<file path="src/design/earom_pkg.sv">
/*
 Constants, types and shared decoding for the serial word memory sequencer.
 Assumes a 100 MHz system clock and a 32-bit AXI4-Lite register bus.
*/
package earom_pkg;
   localparam int WORDS     = 100;
   localparam int WORD_W    = 14;
   localparam int GRP_N     = 10;
   localparam int ADDR_W    = 2 * GRP_N;
   localparam int IDX_W     = 7;
   localparam int CNT_W     = 24;
   localparam int NSYNC     = 5;
   localparam int NFLAGS    = 3;
   localparam int AXI_AW    = 8;

   localparam logic [IDX_W-1:0] GRP_SCALE = 7'h0A;

   localparam int CLK_HZ                 = 100_000_000;
   localparam int PROGRAM_DURATION_MIN_MS = 16;
   localparam int CLEAR_DURATION_MIN_MS   = 16;
   localparam int PROGRAM_CYC = PROGRAM_DURATION_MIN_MS * (CLK_HZ / 1000);
   localparam int CLEAR_CYC   = CLEAR_DURATION_MIN_MS * (CLK_HZ / 1000);

   localparam logic [AXI_AW-1:0] REG_CTRL   = 8'h00;
   localparam logic [AXI_AW-1:0] REG_STATUS = 8'h04;
   localparam logic [AXI_AW-1:0] REG_FLAGS  = 8'h08;
   localparam logic [AXI_AW-1:0] REG_ADDR   = 8'h0C;
   localparam logic [AXI_AW-1:0] REG_DATA   = 8'h10;

   localparam int CTRL_PROTECT_BIT = 0;
   localparam int FLAG_DONE        = 0;
   localparam int FLAG_ABORT       = 1;
   localparam int FLAG_REFUSED     = 2;

   localparam logic [1:0] RESP_OKAY   = 2'h0;
   localparam logic [1:0] RESP_DECERR = 2'h3;

   typedef enum logic [2:0] {
      MD_STANDBY   = 3'h0,
      MD_UNUSED    = 3'h1,
      MD_ERASE     = 3'h2,
      MD_ACC_ADDR  = 3'h3,
      MD_READ      = 3'h4,
      MD_SHIFT_OUT = 3'h5,
      MD_WRITE     = 3'h6,
      MD_ACC_DATA  = 3'h7
   } mode_t;

   typedef enum logic [1:0] {
      OP_IDLE  = 2'h0,
      OP_DWELL = 2'h1,
      OP_DONE  = 2'h2
   } op_state_t;

   // Returns {valid, position}; valid only when exactly one bit is set.
   function automatic logic [4:0] onehot_idx(input logic [GRP_N-1:0] g);
      logic [3:0] pos;
      logic [3:0] ones;
      pos  = 4'h0;
      ones = 4'h0;
      for (int i = 0; i < GRP_N; i++) begin
         if (g[i]) begin
            pos  = 4'(i);
            ones = ones + 4'h1;
         end
      end
      return {(ones == 4'h1), pos};
   endfunction : onehot_idx
endpackage : earom_pkg

</file>
<file path="src/design/reg_if.sv">
/*
 Carrier between the register slave and the sequencer core.
 Assumes both ends run on the same clock.
*/
`timescale 1ns/1ps
interface reg_if;
   import earom_pkg::*;
   logic              protect;
   logic [NFLAGS-1:0] flag_set;
   logic [31:0]       status;
   logic [31:0]       addr_view;
   logic [31:0]       data_view;
   modport regs (output protect, input flag_set, status, addr_view, data_view);
   modport core (input protect, output flag_set, status, addr_view, data_view);
endinterface : reg_if

</file>
<file path="src/design/earom_array.sv">
/*
 Word store of the serial memory, one whole word per access.
 Assumes the caller gives an index below the word count when writing.
*/
`timescale 1ns/1ps
module earom_array
   import earom_pkg::*;
#(
   parameter int N_WORDS = WORDS,
   parameter int W       = WORD_W
) (
   input  wire logic             ref_clk,
   input  wire logic [IDX_W-1:0] rd_idx,
   output logic      [W-1:0]     rd_data,
   input  wire logic             wr_en,
   input  wire logic [IDX_W-1:0] wr_idx,
   input  wire logic [W-1:0]     wr_data
);
   if (N_WORDS > (1 << IDX_W)) begin : g_bad_depth
      $error("earom_array: word count exceeds index width");
   end

   logic [W-1:0] mem [N_WORDS];

   // Contents have no reset: like the real cells they keep whatever was stored.
   assign rd_data = (32'(rd_idx) < N_WORDS) ? mem[rd_idx] : '0;

   always_ff @(posedge ref_clk) begin
      if (wr_en && (32'(wr_idx) < N_WORDS)) begin
         mem[wr_idx] <= wr_data;
      end
   end
endmodule : earom_array

</file>
<file path="src/design/earom_axil_regs.sv">
/*
 AXI4-Lite register slave: control, status, sticky flags, register views.
 Assumes a master that keeps to one outstanding write and one outstanding read.
*/
`timescale 1ns/1ps
module earom_axil_regs
   import earom_pkg::*;
(
   input  wire logic              ref_clk,
   input  wire logic              rst_n,
   input  wire logic [AXI_AW-1:0] awaddr,
   input  wire logic              awvalid,
   output logic                   awready,
   input  wire logic [31:0]       wdata,
   input  wire logic [3:0]        wstrb,
   input  wire logic              wvalid,
   output logic                   wready,
   output logic [1:0]             bresp,
   output logic                   bvalid,
   input  wire logic              bready,
   input  wire logic [AXI_AW-1:0] araddr,
   input  wire logic              arvalid,
   output logic                   arready,
   output logic [31:0]            rdata,
   output logic [1:0]             rresp,
   output logic                   rvalid,
   input  wire logic              rready,
   reg_if.regs                    rb
);
   function automatic logic mapped(input logic [AXI_AW-1:0] a);
      return (a == REG_CTRL) || (a == REG_STATUS) || (a == REG_FLAGS) ||
             (a == REG_ADDR) || (a == REG_DATA);
   endfunction : mapped

   logic [AXI_AW-1:0] awaddr_q;
   logic [31:0]       wdata_q;
   logic [3:0]        wstrb_q;
   logic              aw_full_q, w_full_q, protect_q;
   logic [NFLAGS-1:0] flags_q;

   wire               aw_take = awvalid && awready;
   wire               w_take  = wvalid && wready;
   wire               commit  = aw_full_q && w_full_q && !bvalid;
   wire               lane0   = commit && wstrb_q[0];
   wire [NFLAGS-1:0]  clr     = (lane0 && awaddr_q == REG_FLAGS) ? wdata_q[NFLAGS-1:0] : '0;
   wire               aw_full_d = !commit && (aw_full_q || aw_take);
   wire               w_full_d  = !commit && (w_full_q || w_take);
   wire [31:0]        rd_word =
      (araddr == REG_CTRL)   ? {31'h0, protect_q} :
      (araddr == REG_STATUS) ? rb.status :
      (araddr == REG_FLAGS)  ? {{(32 - NFLAGS){1'b0}}, flags_q} :
      (araddr == REG_ADDR)   ? rb.addr_view :
      (araddr == REG_DATA)   ? rb.data_view : 32'h0;

   assign rb.protect = protect_q;

   always_ff @(posedge ref_clk or negedge rst_n) begin
      if (!rst_n) begin
         awaddr_q <= '0; wdata_q <= '0; wstrb_q <= '0;
         aw_full_q <= 1'b0; w_full_q <= 1'b0; awready <= 1'b1; wready <= 1'b1;
         bvalid <= 1'b0; bresp <= RESP_OKAY; protect_q <= 1'b0; flags_q <= '0;
      end else begin
         if (aw_take) awaddr_q <= awaddr;
         if (w_take) begin
            wdata_q <= wdata;
            wstrb_q <= wstrb;
         end
         aw_full_q <= aw_full_d;
         w_full_q  <= w_full_d;
         awready   <= !aw_full_d;
         wready    <= !w_full_d;
         if (commit) begin
            bvalid <= 1'b1;
            bresp  <= mapped(awaddr_q) ? RESP_OKAY : RESP_DECERR;
         end else if (bvalid && bready) begin
            bvalid <= 1'b0;
         end
         if (lane0 && awaddr_q == REG_CTRL) protect_q <= wdata_q[CTRL_PROTECT_BIT];
         // A flag raised in the same cycle as its clear stays set.
         flags_q <= (flags_q & ~clr) | rb.flag_set;
      end
   end

   always_ff @(posedge ref_clk or negedge rst_n) begin
      if (!rst_n) begin
         arready <= 1'b1; rvalid <= 1'b0; rdata <= '0; rresp <= RESP_OKAY;
      end else if (arvalid && arready) begin
         arready <= 1'b0;
         rvalid  <= 1'b1;
         rdata   <= rd_word;
         rresp   <= mapped(araddr) ? RESP_OKAY : RESP_DECERR;
      end else if (rvalid && rready) begin
         rvalid  <= 1'b0;
         arready <= 1'b1;
      end
   end
endmodule : earom_axil_regs

</file>
<file path="src/design/serial_earom_mode_sequencer.sv">
/*
 Serial word memory with three-line mode control, one shared data pin and a
 register view over AXI4-Lite.
 Assumes the controller drives the mode lines, the slow timing clock and the
 data pin from outside this clock domain; all of them are synchronised here.
*/
// What this block does
// - Store one hundred fourteen-bit words; every access touches one whole word.
// - Address and data move serially over one shared two-way data pin.
// - Operating mode comes from the three-line code on the mode inputs.
// - Controller drives the pin on input modes; device drives it only shifting out.
// - Pin stays undriven during standby, read, erase and write.
// - Standby keeps address and data registers unchanged, output undriven.
// - Code 011 shifts the pin bit into the address register each pulse.
// - Code 100 copies the addressed word into the data register.
// - Code 101 drives the pin and shifts the data register out per pulse.
// - Code 010 clears every bit of the addressed word to zero.
// - Code 111 shifts pin bits into data register; address register unchanged.
// - Code 110 ORs the data register into the addressed word.
`timescale 1ns/1ps
module serial_earom_mode_sequencer
   import earom_pkg::*;
#(
   parameter int PROG_CYC  = PROGRAM_CYC,
   parameter int CLR_CYC   = CLEAR_CYC
) (
   input  wire logic              ref_clk,
   input  wire logic              rst_n,
   input  wire logic              timing_clk,
   input  wire logic              mode_select_line_a,
   input  wire logic              mode_select_line_b,
   input  wire logic              mode_select_line_c,
   input  wire logic              serial_data_in,
   output logic                   serial_data_out,
   output logic                   serial_data_oe,
   input  wire logic [AXI_AW-1:0] s_axil_awaddr,
   input  wire logic              s_axil_awvalid,
   output logic                   s_axil_awready,
   input  wire logic [31:0]       s_axil_wdata,
   input  wire logic [3:0]        s_axil_wstrb,
   input  wire logic              s_axil_wvalid,
   output logic                   s_axil_wready,
   output logic [1:0]             s_axil_bresp,
   output logic                   s_axil_bvalid,
   input  wire logic              s_axil_bready,
   input  wire logic [AXI_AW-1:0] s_axil_araddr,
   input  wire logic              s_axil_arvalid,
   output logic                   s_axil_arready,
   output logic [31:0]            s_axil_rdata,
   output logic [1:0]             s_axil_rresp,
   output logic                   s_axil_rvalid,
   input  wire logic              s_axil_rready
);
   if (PROG_CYC < 1 || PROG_CYC > (1 << CNT_W) ||
       CLR_CYC < 1 || CLR_CYC > (1 << CNT_W)) begin : g_bad_dwell
      $error("serial_earom_mode_sequencer: dwell count out of range");
   end

   reg_if rif ();

   logic [NSYNC-1:0]  sync1_q;
   logic [NSYNC-1:0]  sync2_q;
   logic              tclk_prev_q;
   logic [ADDR_W-1:0] addr_q, addr_d;
   logic [WORD_W-1:0] data_q, data_d;
   logic              data_out_q;
   logic              data_oe_q;
   op_state_t         op_q, op_d;
   mode_t             op_mode_q;
   logic [CNT_W-1:0]  cnt_q, cnt_d;
   logic [WORD_W-1:0] rd_data;
   logic              wr_en;
   logic [WORD_W-1:0] wr_data;
   logic [NFLAGS-1:0] flag_set;

   // The mode lines are synchronised one by one; a code change that straddles
   // a sample edge may show a passing code for one cycle, so erase and write
   // only commit after their full dwell and any blip there counts as an abort.
   always_ff @(posedge ref_clk or negedge rst_n) begin
      if (!rst_n) begin
         sync1_q     <= '0;
         sync2_q     <= '0;
         tclk_prev_q <= 1'b0;
      end else begin
         sync1_q     <= {timing_clk, mode_select_line_a, mode_select_line_b,
                         mode_select_line_c, serial_data_in};
         sync2_q     <= sync1_q;
         tclk_prev_q <= sync2_q[4];
      end
   end

   wire        pulse = sync2_q[4] && !tclk_prev_q;
   wire        din   = sync2_q[0];
   wire mode_t mode  = mode_t'(sync2_q[3:1]);

   wire [4:0]  tens  = onehot_idx(addr_q[ADDR_W-1:GRP_N]);
   wire [4:0]  units = onehot_idx(addr_q[GRP_N-1:0]);
   wire        addr_ok = tens[4] && units[4];
   wire [IDX_W-1:0] word_idx = IDX_W'({3'h0, tens[3:0]} * GRP_SCALE + {3'h0, units[3:0]});

   wire        dwell_mode = (mode == MD_ERASE) || (mode == MD_WRITE);
   wire [CNT_W-1:0] dwell_last =
      (op_mode_q == MD_ERASE) ? CNT_W'(CLR_CYC - 1) : CNT_W'(PROG_CYC - 1);

   earom_array #(
      .N_WORDS (WORDS),
      .W       (WORD_W)
   ) u_array (
      .ref_clk (ref_clk),
      .rd_idx  (word_idx),
      .rd_data (rd_data),
      .wr_en   (wr_en),
      .wr_idx  (word_idx),
      .wr_data (wr_data)
   );

   // Shift order: bits enter at bit 0 and leave from the top bit.
   always_comb begin
      addr_d = addr_q;
      data_d = data_q;
      case (mode)
         MD_ACC_ADDR: begin
            if (pulse) addr_d = {addr_q[ADDR_W-2:0], din};
         end
         MD_ACC_DATA: begin
            if (pulse) data_d = {data_q[WORD_W-2:0], din};
         end
         MD_READ: begin
            if (addr_ok) data_d = rd_data;
         end
         MD_SHIFT_OUT: begin
            if (pulse) data_d = {data_q[WORD_W-2:0], data_q[WORD_W-1]};
         end
         MD_STANDBY, MD_UNUSED: begin
            addr_d = addr_q;
         end
         default: begin
            data_d = data_q;
         end
      endcase
   end

   // Erase clears the word; write only adds set bits to what is stored, so an
   // unerased word keeps its stale ones.
   assign wr_data = (op_mode_q == MD_ERASE) ? '0 : (rd_data | data_q);

   always_comb begin
      op_d     = op_q;
      cnt_d    = cnt_q;
      wr_en    = 1'b0;
      flag_set = '0;
      case (op_q)
         OP_IDLE: begin
            cnt_d = '0;
            if (dwell_mode) begin
               if (!addr_ok || rif.protect) begin
                  flag_set[FLAG_REFUSED] = 1'b1;
                  op_d = OP_DONE;
               end else begin
                  op_d = OP_DWELL;
               end
            end
         end
         OP_DWELL: begin
            if (mode != op_mode_q) begin
               flag_set[FLAG_ABORT] = 1'b1;
               op_d = OP_IDLE;
            end else if (cnt_q == dwell_last) begin
               wr_en = 1'b1;
               flag_set[FLAG_DONE] = 1'b1;
               op_d = OP_DONE;
            end else begin
               cnt_d = cnt_q + CNT_W'(1);
            end
         end
         OP_DONE: begin
            if (mode != op_mode_q) op_d = OP_IDLE;
         end
         default: begin
            op_d = OP_IDLE;
         end
      endcase
   end

   always_ff @(posedge ref_clk or negedge rst_n) begin
      if (!rst_n) begin
         op_q      <= OP_IDLE;
         op_mode_q <= MD_STANDBY;
         cnt_q     <= '0;
      end else begin
         op_q  <= op_d;
         cnt_q <= cnt_d;
         if (op_q == OP_IDLE) op_mode_q <= mode;
      end
   end

   always_ff @(posedge ref_clk or negedge rst_n) begin
      if (!rst_n) begin
         addr_q     <= '0;
         data_q     <= '0;
         data_out_q <= 1'b0;
         data_oe_q  <= 1'b0;
      end else begin
         addr_q     <= addr_d;
         data_q     <= data_d;
         data_out_q <= data_d[WORD_W-1];
         data_oe_q  <= (mode == MD_SHIFT_OUT);
      end
   end

   assign serial_data_out = data_out_q;
   assign serial_data_oe  = data_oe_q;

   assign rif.flag_set  = flag_set;
   assign rif.status    = {24'h0, data_oe_q, op_q, addr_ok, 1'b0, mode};
   assign rif.addr_view = {{(32 - ADDR_W){1'b0}}, addr_q};
   assign rif.data_view = {{(32 - WORD_W){1'b0}}, data_q};

   earom_axil_regs u_regs (
      .ref_clk (ref_clk),
      .rst_n   (rst_n),
      .awaddr  (s_axil_awaddr),
      .awvalid (s_axil_awvalid),
      .awready (s_axil_awready),
      .wdata   (s_axil_wdata),
      .wstrb   (s_axil_wstrb),
      .wvalid  (s_axil_wvalid),
      .wready  (s_axil_wready),
      .bresp   (s_axil_bresp),
      .bvalid  (s_axil_bvalid),
      .bready  (s_axil_bready),
      .araddr  (s_axil_araddr),
      .arvalid (s_axil_arvalid),
      .arready (s_axil_arready),
      .rdata   (s_axil_rdata),
      .rresp   (s_axil_rresp),
      .rvalid  (s_axil_rvalid),
      .rready  (s_axil_rready),
      .rb      (rif.regs)
   );

   // Independent count of cycles in the current dwell, so that the commit check
   // does not lean on the sequencer's own counter and its end value.
   logic [CNT_W-1:0] held_q;

   always_ff @(posedge ref_clk or negedge rst_n) begin
      if (!rst_n) begin
         held_q <= '0;
      end else if (op_q == OP_DWELL) begin
         held_q <= held_q + CNT_W'(1);
      end else begin
         held_q <= '0;
      end
   end
endmodule : serial_earom_mode_sequencer

</file>
<file path="config.mk">
export PLATFORM = sky130hd
export DESIGN_NAME = serial_earom_mode_sequencer
export DESIGN_NICKNAME = d
export VERILOG_FILES = /design/src/design/earom_pkg.sv /design/src/design/reg_if.sv /design/src/design/earom_array.sv /design/src/design/earom_axil_regs.sv /design/src/design/serial_earom_mode_sequencer.sv
export SDC_FILE = /design/constraint.sdc
export NUM_CORES = 2
export LEC_CHECK = 0
export ABC_AREA = 0
export BUFFER_PORTS_ARGS = -buffer_cell sky130_fd_sc_hd__buf_2
export CORE_MARGIN = 2
export CORE_UTILIZATION = 30
export CTS_CLUSTER_SIZE = 12
export DETAILED_ROUTE_END_ITERATION = 16
export GPL_ROUTABILITY_DRIVEN = 1
export PLACE_DENSITY = 0.55
export SETUP_SLACK_MARGIN = 0.1
export SYNTH_ARGS = -nofsm -noshare
export SYNTH_HDL_FRONTEND = slang
export SYNTH_HIERARCHICAL = 1
export SYNTH_SLANG_ARGS = --single-unit
</file>
<file path="constraint.sdc">
create_clock -name ref_clk -period 8.21 [get_ports ref_clk]
set_input_delay 2.463 -clock ref_clk [delete_from_list [all_inputs] [get_ports ref_clk]]
set_output_delay 2.463 -clock ref_clk [all_outputs]
set_load 0.02 [all_outputs]
</file>
Yosys cells after proc, flatten, opt, wreduce, memory -nomap -nowiden
Memories as Yosys holds them, arrays and structs flattened.
Index checks and enable logic that the tools add are counted.
{"block": "classes", "magnitude_cmp": 1, "muxes": 77, "reduce_logical": 44, "n_mul": 1, "n_eq_ne": 29, "add_sub_neg": 20, "bitwise_logic": 4}
{"cell": "32-bit 2-to-1 mux", "n": 4}
{"cell": "4-bit 2-to-1 mux", "n": 32}
{"cell": "14-bit 2-to-1 mux", "n": 6}
{"cell": "4-bit by 1-bit adder with 4-bit output (second input constant)", "n": 18}
{"cell": "24-bit 2-to-1 mux", "n": 2}
{"cell": "24-bit case mux with 2 select lines", "n": 1}
{"cell": "14-bit case mux with 3 select lines", "n": 1}
{"cell": "8-bit by 4-bit == test with 1-bit output (second input constant)", "n": 4}
{"cell": "24-bit by 1-bit adder with 24-bit output (second input constant)", "n": 1}
{"cell": "24-bit by 21-bit == test with 1-bit output (second input constant)", "n": 1}
{"cell": "2-bit 2-to-1 mux", "n": 10}
{"cell": "1-bit 2-to-1 mux", "n": 19}
{"cell": "8-bit by 3-bit == test with 1-bit output (second input constant)", "n": 2}
{"cell": "8-bit by 5-bit == test with 1-bit output (second input constant)", "n": 2}
{"cell": "8-bit logical NOT", "n": 2}
{"cell": "1-bit logical AND", "n": 15}
{"cell": "2-bit inequality test (second input constant)", "n": 7}
{"cell": "14-bit bitwise OR", "n": 1}
{"cell": "3-bit == test (second input constant)", "n": 4}
{"cell": "1-bit logical OR", "n": 12}
{"cell": "3-bit by 2-bit == test with 1-bit output (second input constant)", "n": 3}
{"cell": "4-bit by 1-bit == test with 1-bit output (second input constant)", "n": 2}
{"cell": "7-bit by 4-bit adder with 7-bit output", "n": 1}
{"cell": "7-bit < comparator (second input constant)", "n": 1}
{"cell": "other kinds (17)", "n": 25}
{"block": "totals", "register_bits": 134, "output_inout_bits": 43, "mem_count": 1, "wordCells": 202, "ram_bits": 1400}
{"name": "u_array.mem", "words": 100, "word_bits": 14, "read_ports": 1, "rd_clocked_by_memory_dff": 0, "wr": 1, "line_no": "earom_array.sv:23", "text": "logic [W-1:0] mem [N_WORDS];"}

Logic depth before layout (Yosys ltp)
{"block": "depth", "word_depth": 27, "mapped_depth": 35}

By module
Netlist, hierarchy kept.
{"mod": "earom_array", "seq_area_each_um2": 42040.3, "area_each_um2": 54192.0, "cells_each": 2561, "n_inst": 1}
{"mod": "serial_earom_mode_sequencer", "seq_area_each_um2": 1876.8, "area_each_um2": 5031.1, "cells_each": 526, "n_inst": 1}
{"mod": "earom_axil_regs", "seq_area_each_um2": 1430.1, "area_each_um2": 2865.2, "cells_each": 246, "n_inst": 1}

Worst setup path before layout
No wires, ideal clock.
{"block": "synth_timing", "path_kind": "register to register", "start": "register addr_q[18]", "end": "memory u_array/mem[0][13] (netlist name), data pin", "arrival_ns": 6.324, "n_path_buf": 6, "period_less_slack_ns": 6.990, "setup_slack_ns": 1.220, "required_time_ns": 7.544, "stages_incl_launch_ff": 18, "cell_sequence": "dfrtp_1 clkbuf_1 or2_2 clkbuf_1 a21oi_1 ha_1 ha_1 xor2_1 buf_2 buf_2 clkbuf_1 clkbuf_1 a22oi_1 o21a_1 a211o_1 a31oi_1 nor2_1 nor2_1"}
{"block": "synth_between", "elab_chain_len": 8}
{"element": "start, declared", "line_no": "serial_earom_mode_sequencer.sv:64", "text": "logic [ADDR_W-1:0] addr_q, addr_d;"}
{"element": "start signal, assigned", "line_no": "serial_earom_mode_sequencer.sv:204", "text": "addr_q <= addr_d;"}
{"element": "4-bit 2-to-1 mux * (2 in a row)", "line_no": "earom_pkg.sv:62", "text": "if (g[i]) begin"}
{"element": "4-bit by 3-bit multiplier with 6-bit output *", "line_no": "serial_earom_mode_sequencer.sv:99", "text": "wire [IDX_W-1:0] word_idx = IDX_W'({3'h0, tens[3:0]} * GRP_SCALE + {3'h0, units[3:0]});"}
{"element": "7-bit by 4-bit adder with 7-bit output *", "line_no": "serial_earom_mode_sequencer.sv:99"}
{"element": "via word_idx[3]", "line_no": "serial_earom_mode_sequencer.sv:99"}
{"element": "memory 100 x 14 bit or 7-bit < comparator (tied branches)"}
{"element": "14-bit 2-to-1 mux *", "line_no": "earom_array.sv:26", "text": "assign rd_data = (32'(rd_idx) < N_WORDS) ? mem[rd_idx] : '0;"}
{"element": "via rd_data[13]", "line_no": "serial_earom_mode_sequencer.sv:71", "text": "logic [WORD_W-1:0] rd_data;"}
{"element": "14-bit bitwise OR *", "line_no": "serial_earom_mode_sequencer.sv:145", "text": "assign wr_data = (op_mode_q == MD_ERASE) ? '0 : (rd_data | data_q);"}
{"element": "14-bit 2-to-1 mux *", "line_no": "serial_earom_mode_sequencer.sv:145"}
{"element": "via wr_data[13]", "line_no": "serial_earom_mode_sequencer.sv:73", "text": "logic [WORD_W-1:0] wr_data;"}
{"element": "end, declared", "line_no": "earom_array.sv:23"}
Mark *: on every way through the listed nets, which the timed path passes. The rest lies on a longest branch.

Worst setup path after layout
{"block": "layout_timing", "start": "register addr_q[11]", "end": "register data_q[0]"}
{"block": "layout_between", "elab_chain_len": 21}
{"element": "4-bit 2-to-1 mux", "line_no": "earom_pkg.sv:62"}
{"element": "4-bit by 1-bit adder with 4-bit output", "line_no": "earom_pkg.sv:64", "text": "ones = ones + 4'h1;"}
{"element": "4-bit 2-to-1 mux", "line_no": "earom_pkg.sv:62"}
{"element": "4-bit by 1-bit adder with 4-bit output", "line_no": "earom_pkg.sv:64"}
{"element": "4-bit 2-to-1 mux", "line_no": "earom_pkg.sv:62"}
{"element": "4-bit by 1-bit adder with 4-bit output", "line_no": "earom_pkg.sv:64"}
{"element": "4-bit 2-to-1 mux", "line_no": "earom_pkg.sv:62"}
{"element": "4-bit by 1-bit adder with 4-bit output", "line_no": "earom_pkg.sv:64"}
{"element": "[5 not listed]"}
{"element": "4-bit by 1-bit adder with 4-bit output", "line_no": "earom_pkg.sv:64"}
{"element": "4-bit 2-to-1 mux", "line_no": "earom_pkg.sv:62"}
{"element": "4-bit by 1-bit adder with 4-bit output", "line_no": "earom_pkg.sv:64"}
{"element": "4-bit 2-to-1 mux", "line_no": "earom_pkg.sv:62"}
{"element": "4-bit by 1-bit == test with 1-bit output", "line_no": "earom_pkg.sv:67", "text": "return {(ones == 4'h1), pos};"}
{"element": "1-bit logical AND", "line_no": "serial_earom_mode_sequencer.sv:98", "text": "wire addr_ok = tens[4] && units[4];"}
{"element": "2-bit inequality test (no line)"}
{"element": "4-bit AND reduction (no line)"}
{"element": "end signal, assigned", "line_no": "serial_earom_mode_sequencer.sv:205", "text": "data_q <= data_d;"}
{"element": "end, declared", "line_no": "serial_earom_mode_sequencer.sv:65", "text": "logic [WORD_W-1:0] data_q, data_d;"}
Parallel ways exist; a longest one is shown, timed or not. The select of a mux whose other input is x is not followed.
A chain may end at the register's enable or synchronous reset.

==> out/qor.csv <==
stage;metric;value;unit
floorplan;Die Y-Extent;459;µm
clock_network;CTS H-Tree Depth;4;
logic_synthesis;top-count cell post-synth;edfxtp_1;
floorplan;core area;205000;µm²
logic_synthesis;YS warnings;6;
sta;fin crit period;7.21;ns
route;Vias;32900;
floorplan;Die ar.;211000;µm²
setup_path;Worst setup SP type;flop;
route;WL/cell;25.0;µm
logic_synthesis;Yosys top cell area share;0.677;
global_route;number of global-route vias before repair;32800;
power_and_ir_drop;Pint;13900;µW
setup_path;Worst Reg-to-Reg Cells;32;
power_and_ir_drop;power density over the cells;264;nW/µm²
sta;worst-margin pin slew;1.20;ns
clock_network;clock latency on the worst-skew pair;0.79;ns
route;Antenna Violating Nets Remaining;0;
clock_network;clock-pin slew on the worst setup and hold paths;0.06;ns
cells_and_area;# nets final;3703;
place;placed insts;6136;
clock_network;# hold bufs at CTS;0;
logic_synthesis;Mapped Area;62100;µm²
clock_network;clock root buffer master;clkbuf_16;
power_and_ir_drop;sequential share of power;0.491;
clock_network;CTS Sinks;1532;
setup_path;worst-path maximum fanout;14;
clock_network;CTS tree;done;
worst_hold_path;Hold Startpoint;sync1_q[0]$_DFF_PN0_;
sta;Final Slew Violations;0;
power_and_ir_drop;Leakage;0.0228;µW
setup_path;Worst Path Arrival;7.86;ns
clock_network;CTS Buffer Depth;3;
sta;fmax;139;MHz
global_route;initial antenna violation count;5;
setup_path;RR Startpoint;addr_q[11]$_DFFE_PN0P_;
sta;Fin Hold WS;0.352;ns
worst_hold_path;hold endpoint;sync2_q[0]$_DFF_PN0_;
route;DRC;0;
setup_path;reg2reg setup slack;1.0;ns
logic_synthesis;Yosys reg bits;1532;
sta;Slew HR;0.178;
setup_path;kind of critical path;reg -> reg;
setup_path;Worst EP required;8.86;ns
logic_synthesis;top cells by area, synth;edfxtp_1 (68%), mux4_2 (10%), dfrtp_1 (5.2%);
setup_path;Worst Setup End Kind;flop;
floorplan;I/O Pins;107;
setup_path;max incr delay on CP;0.63;ns
place;PortBufs;74;
place;Final GP Congestion;0.784;
power_and_ir_drop;Peak supply drop;0.182;mV
place;post-DP HPWL;94900;µm
cells_and_area;cell area after layout;71500;µm²
floorplan;die width;459;µm
job;max_cap viols;0;
power_and_ir_drop;Sw Ratio;0.265;
worst_hold_path;HP Class;reg -> reg;
logic_synthesis;ys flop type;edfxtp_1;
floorplan;initial core utilization;0.303;
cells_and_area;synth-to-layout area growth;15.1;%
sta;Final setup viols;0;
sta;Final period util;0.879;
clock_network;CTS Buf Count;162;
cells_and_area;final core occ;0.348;
route;routed vias/inst;5.12;
cells_and_area;Post-Layout Cell Count;6422;
floorplan;Rows;166;
place;Placed Area;66700;µm²
logic_synthesis;EDFF count, synth;1400;
global_route;grt ovf;0;
route;1st-pass router iterations;5;
clock_network;PostCTS Resize Cnt;0;
global_route;largest net degree at the start of global routing;101;
logic_synthesis;Synth top cells by count;edfxtp_1 (1400), mux4_2 (283), nor2_1 (248);
sta;Final Skew;0.0375;ns
power_and_ir_drop;fraction of power consumed by combinational cells;0.155;
logic_synthesis;Yosys cell types;94;
sta;Fin. Hold Viols;0;
outcome;status;completed;
clock_network;# Post-CTS Setup Buffers;0;
sta;Final TNS setup;0;ns
route;initial DRC count;3437;
global_route;Global Route Usage Sum;0.150;
power_and_ir_drop;Clock power frac;0.354;
setup_path;r2r endpoint;data_q[0]$_DFFE_PN0P_;
sta;unrepaired setup endpoints after global routing;no;
worst_hold_path;Hold Path Depth;0;
logic_synthesis;Synth area leader;edfxtp_1;
logic_synthesis;Syn Inst Count;3333;
setup_path;crit-path most repeated cell;ha_1;
cells_and_area;layout cells sized above 1;0.232;
logic_synthesis;average cell area after synthesis;18.6;µm²
power_and_ir_drop;NetSw;5000;µW
setup_path;slowest cell on the critical path;o31ai_4;
logic_synthesis;post-synthesis sequential area ratio;0.730;
global_route;first-pass GRT wire length;233000;µm
route;DRT Wirelength;160000;µm
logic_synthesis;asr flop ratio synth;0.0862;
## area by class of cell
class                      count  area, µm²
fill                       19200     134000
inverter                      28        105
clock buffer                 215       4280
timing repair buffer         256       1970
sequential                  1532      45300
antenna                        4       10.0
clock inverter                67        473
multi-input combinational   1632      15900
tap                         2688       3360
## critical path: cells and delay by family (launching register included)
kind	cells	cell delay, ns
simple gates	11	1.80
compound gates	7	1.46
xor+xnor	2	0.33
buf+inv	2	0.16
flops	1	0.43
mux	2	0.60
fa+ha+maj	8	2.30
## cells in the final DEF (no fill, tap or decap), drive strengths merged, types with 27 or more instances in the layout
master | synthesis | final
xor2 | 38 | 38
mux2 | 43 | 43
clkbuf | 75 | 215
inv | 27 | 38
o221ai | 27 | 27
nor2 | 248 | 248
o22ai | 49 | 49
conb | 1 | 55
mux4 | 283 | 283
mux2i | 156 | 156
and2 | 42 | 42
nand3 | 31 | 31
dfrtp | 129 | 129
nand2 | 121 | 121
a21oi | 54 | 54
clkinv | 1 | 56
o21ai | 43 | 43
a221o | 31 | 31
a211oi | 33 | 33
a22o | 40 | 40
buf | 120 | 256
edfxtp | 1400 | 1400
## routing by layer
layer / track usage / part of all wire
met5: 0 / 0.00017
met4: 0.0388 / 0.021
met2: 0.240 / 0.48
met3: 0.0278 / 0.063
met1: 0.210 / 0.44
## logic make-up after synthesis
kind of cell	Yosys count	synth area share
other	1	0.0000604
flip-flops	1532	0.730
buffers and inverters	223	0.0206
AND/OR/NAND/NOR	590	0.0456
AO/OA/AOI/OAI	413	0.0504
XOR/XNOR	65	0.0116
multiplexers	482	0.136
adder cells (fa/ha/maj)	27	0.00568
## registers in the layout (all words and copies together), names as in the netlist, 2 cells and up
register / flops
u_regs/awaddr_q: 8
sync2_q: 5
data_q: 14
u_regs/rdata: 32
sync1_q: 5
addr_q: 20
cnt_q: 24
u_regs/wdata_q: 3
u_array/mem: 1400
op_q: 2
u_regs/flags_q: 3
op_mode_q: 3
## through the flow
| stage | total power [µW] | worst slack (ns) |
|---|---|---|
| CTS | 19100 | 1.01 |
| finish | 18900 | 0.996 |
| global route | 19600 | 0.600 |
| detailed placement | 12400 | 1.06 |
| floorplan | 11300 | 1.22 |
| global placement | 12400 | 1.08 |
## worst max-delay path by stage
stage	startpoint	end	slack, ns	cells past startpoint
6_report	addr_q[11]$_DFFE_PN0P_	data_q[0]$_DFFE_PN0P_	1.0	32
5_1_grt	addr_q[1]$_DFFE_PN0P_	data_q[0]$_DFFE_PN0P_	0.60	31
4_1_cts	addr_q[11]$_DFFE_PN0P_	data_q[0]$_DFFE_PN0P_	1.01	32
3_5_place_dp	addr_q[11]$_DFFE_PN0P_	data_q[0]$_DFFE_PN0P_	1.06	32
3_3_place_gp	addr_q[10]$_DFFE_PN0P_	data_q[0]$_DFFE_PN0P_	1.08	32
2_1_floorplan	addr_q[18]$_DFFE_PN0P_	u_array/mem[0][13]$_DFFE_PP_	1.22	17
## power groups by stage
stage | Combinational (µW) | Sequential [µW] | Clock [µW]
2_1_floorplan | 1860 | 9490 | 0
3_3_place_gp | 2930 | 9430 | 0
3_5_place_dp | 2980 | 9440 | 0
4_1_cts | 2980 | 9270 | 6850
5_1_grt | 3140 | 9280 | 7160
6_report | 2930 | 9280 | 6690
No activity file was read; power rests on OpenSTA's default activity.
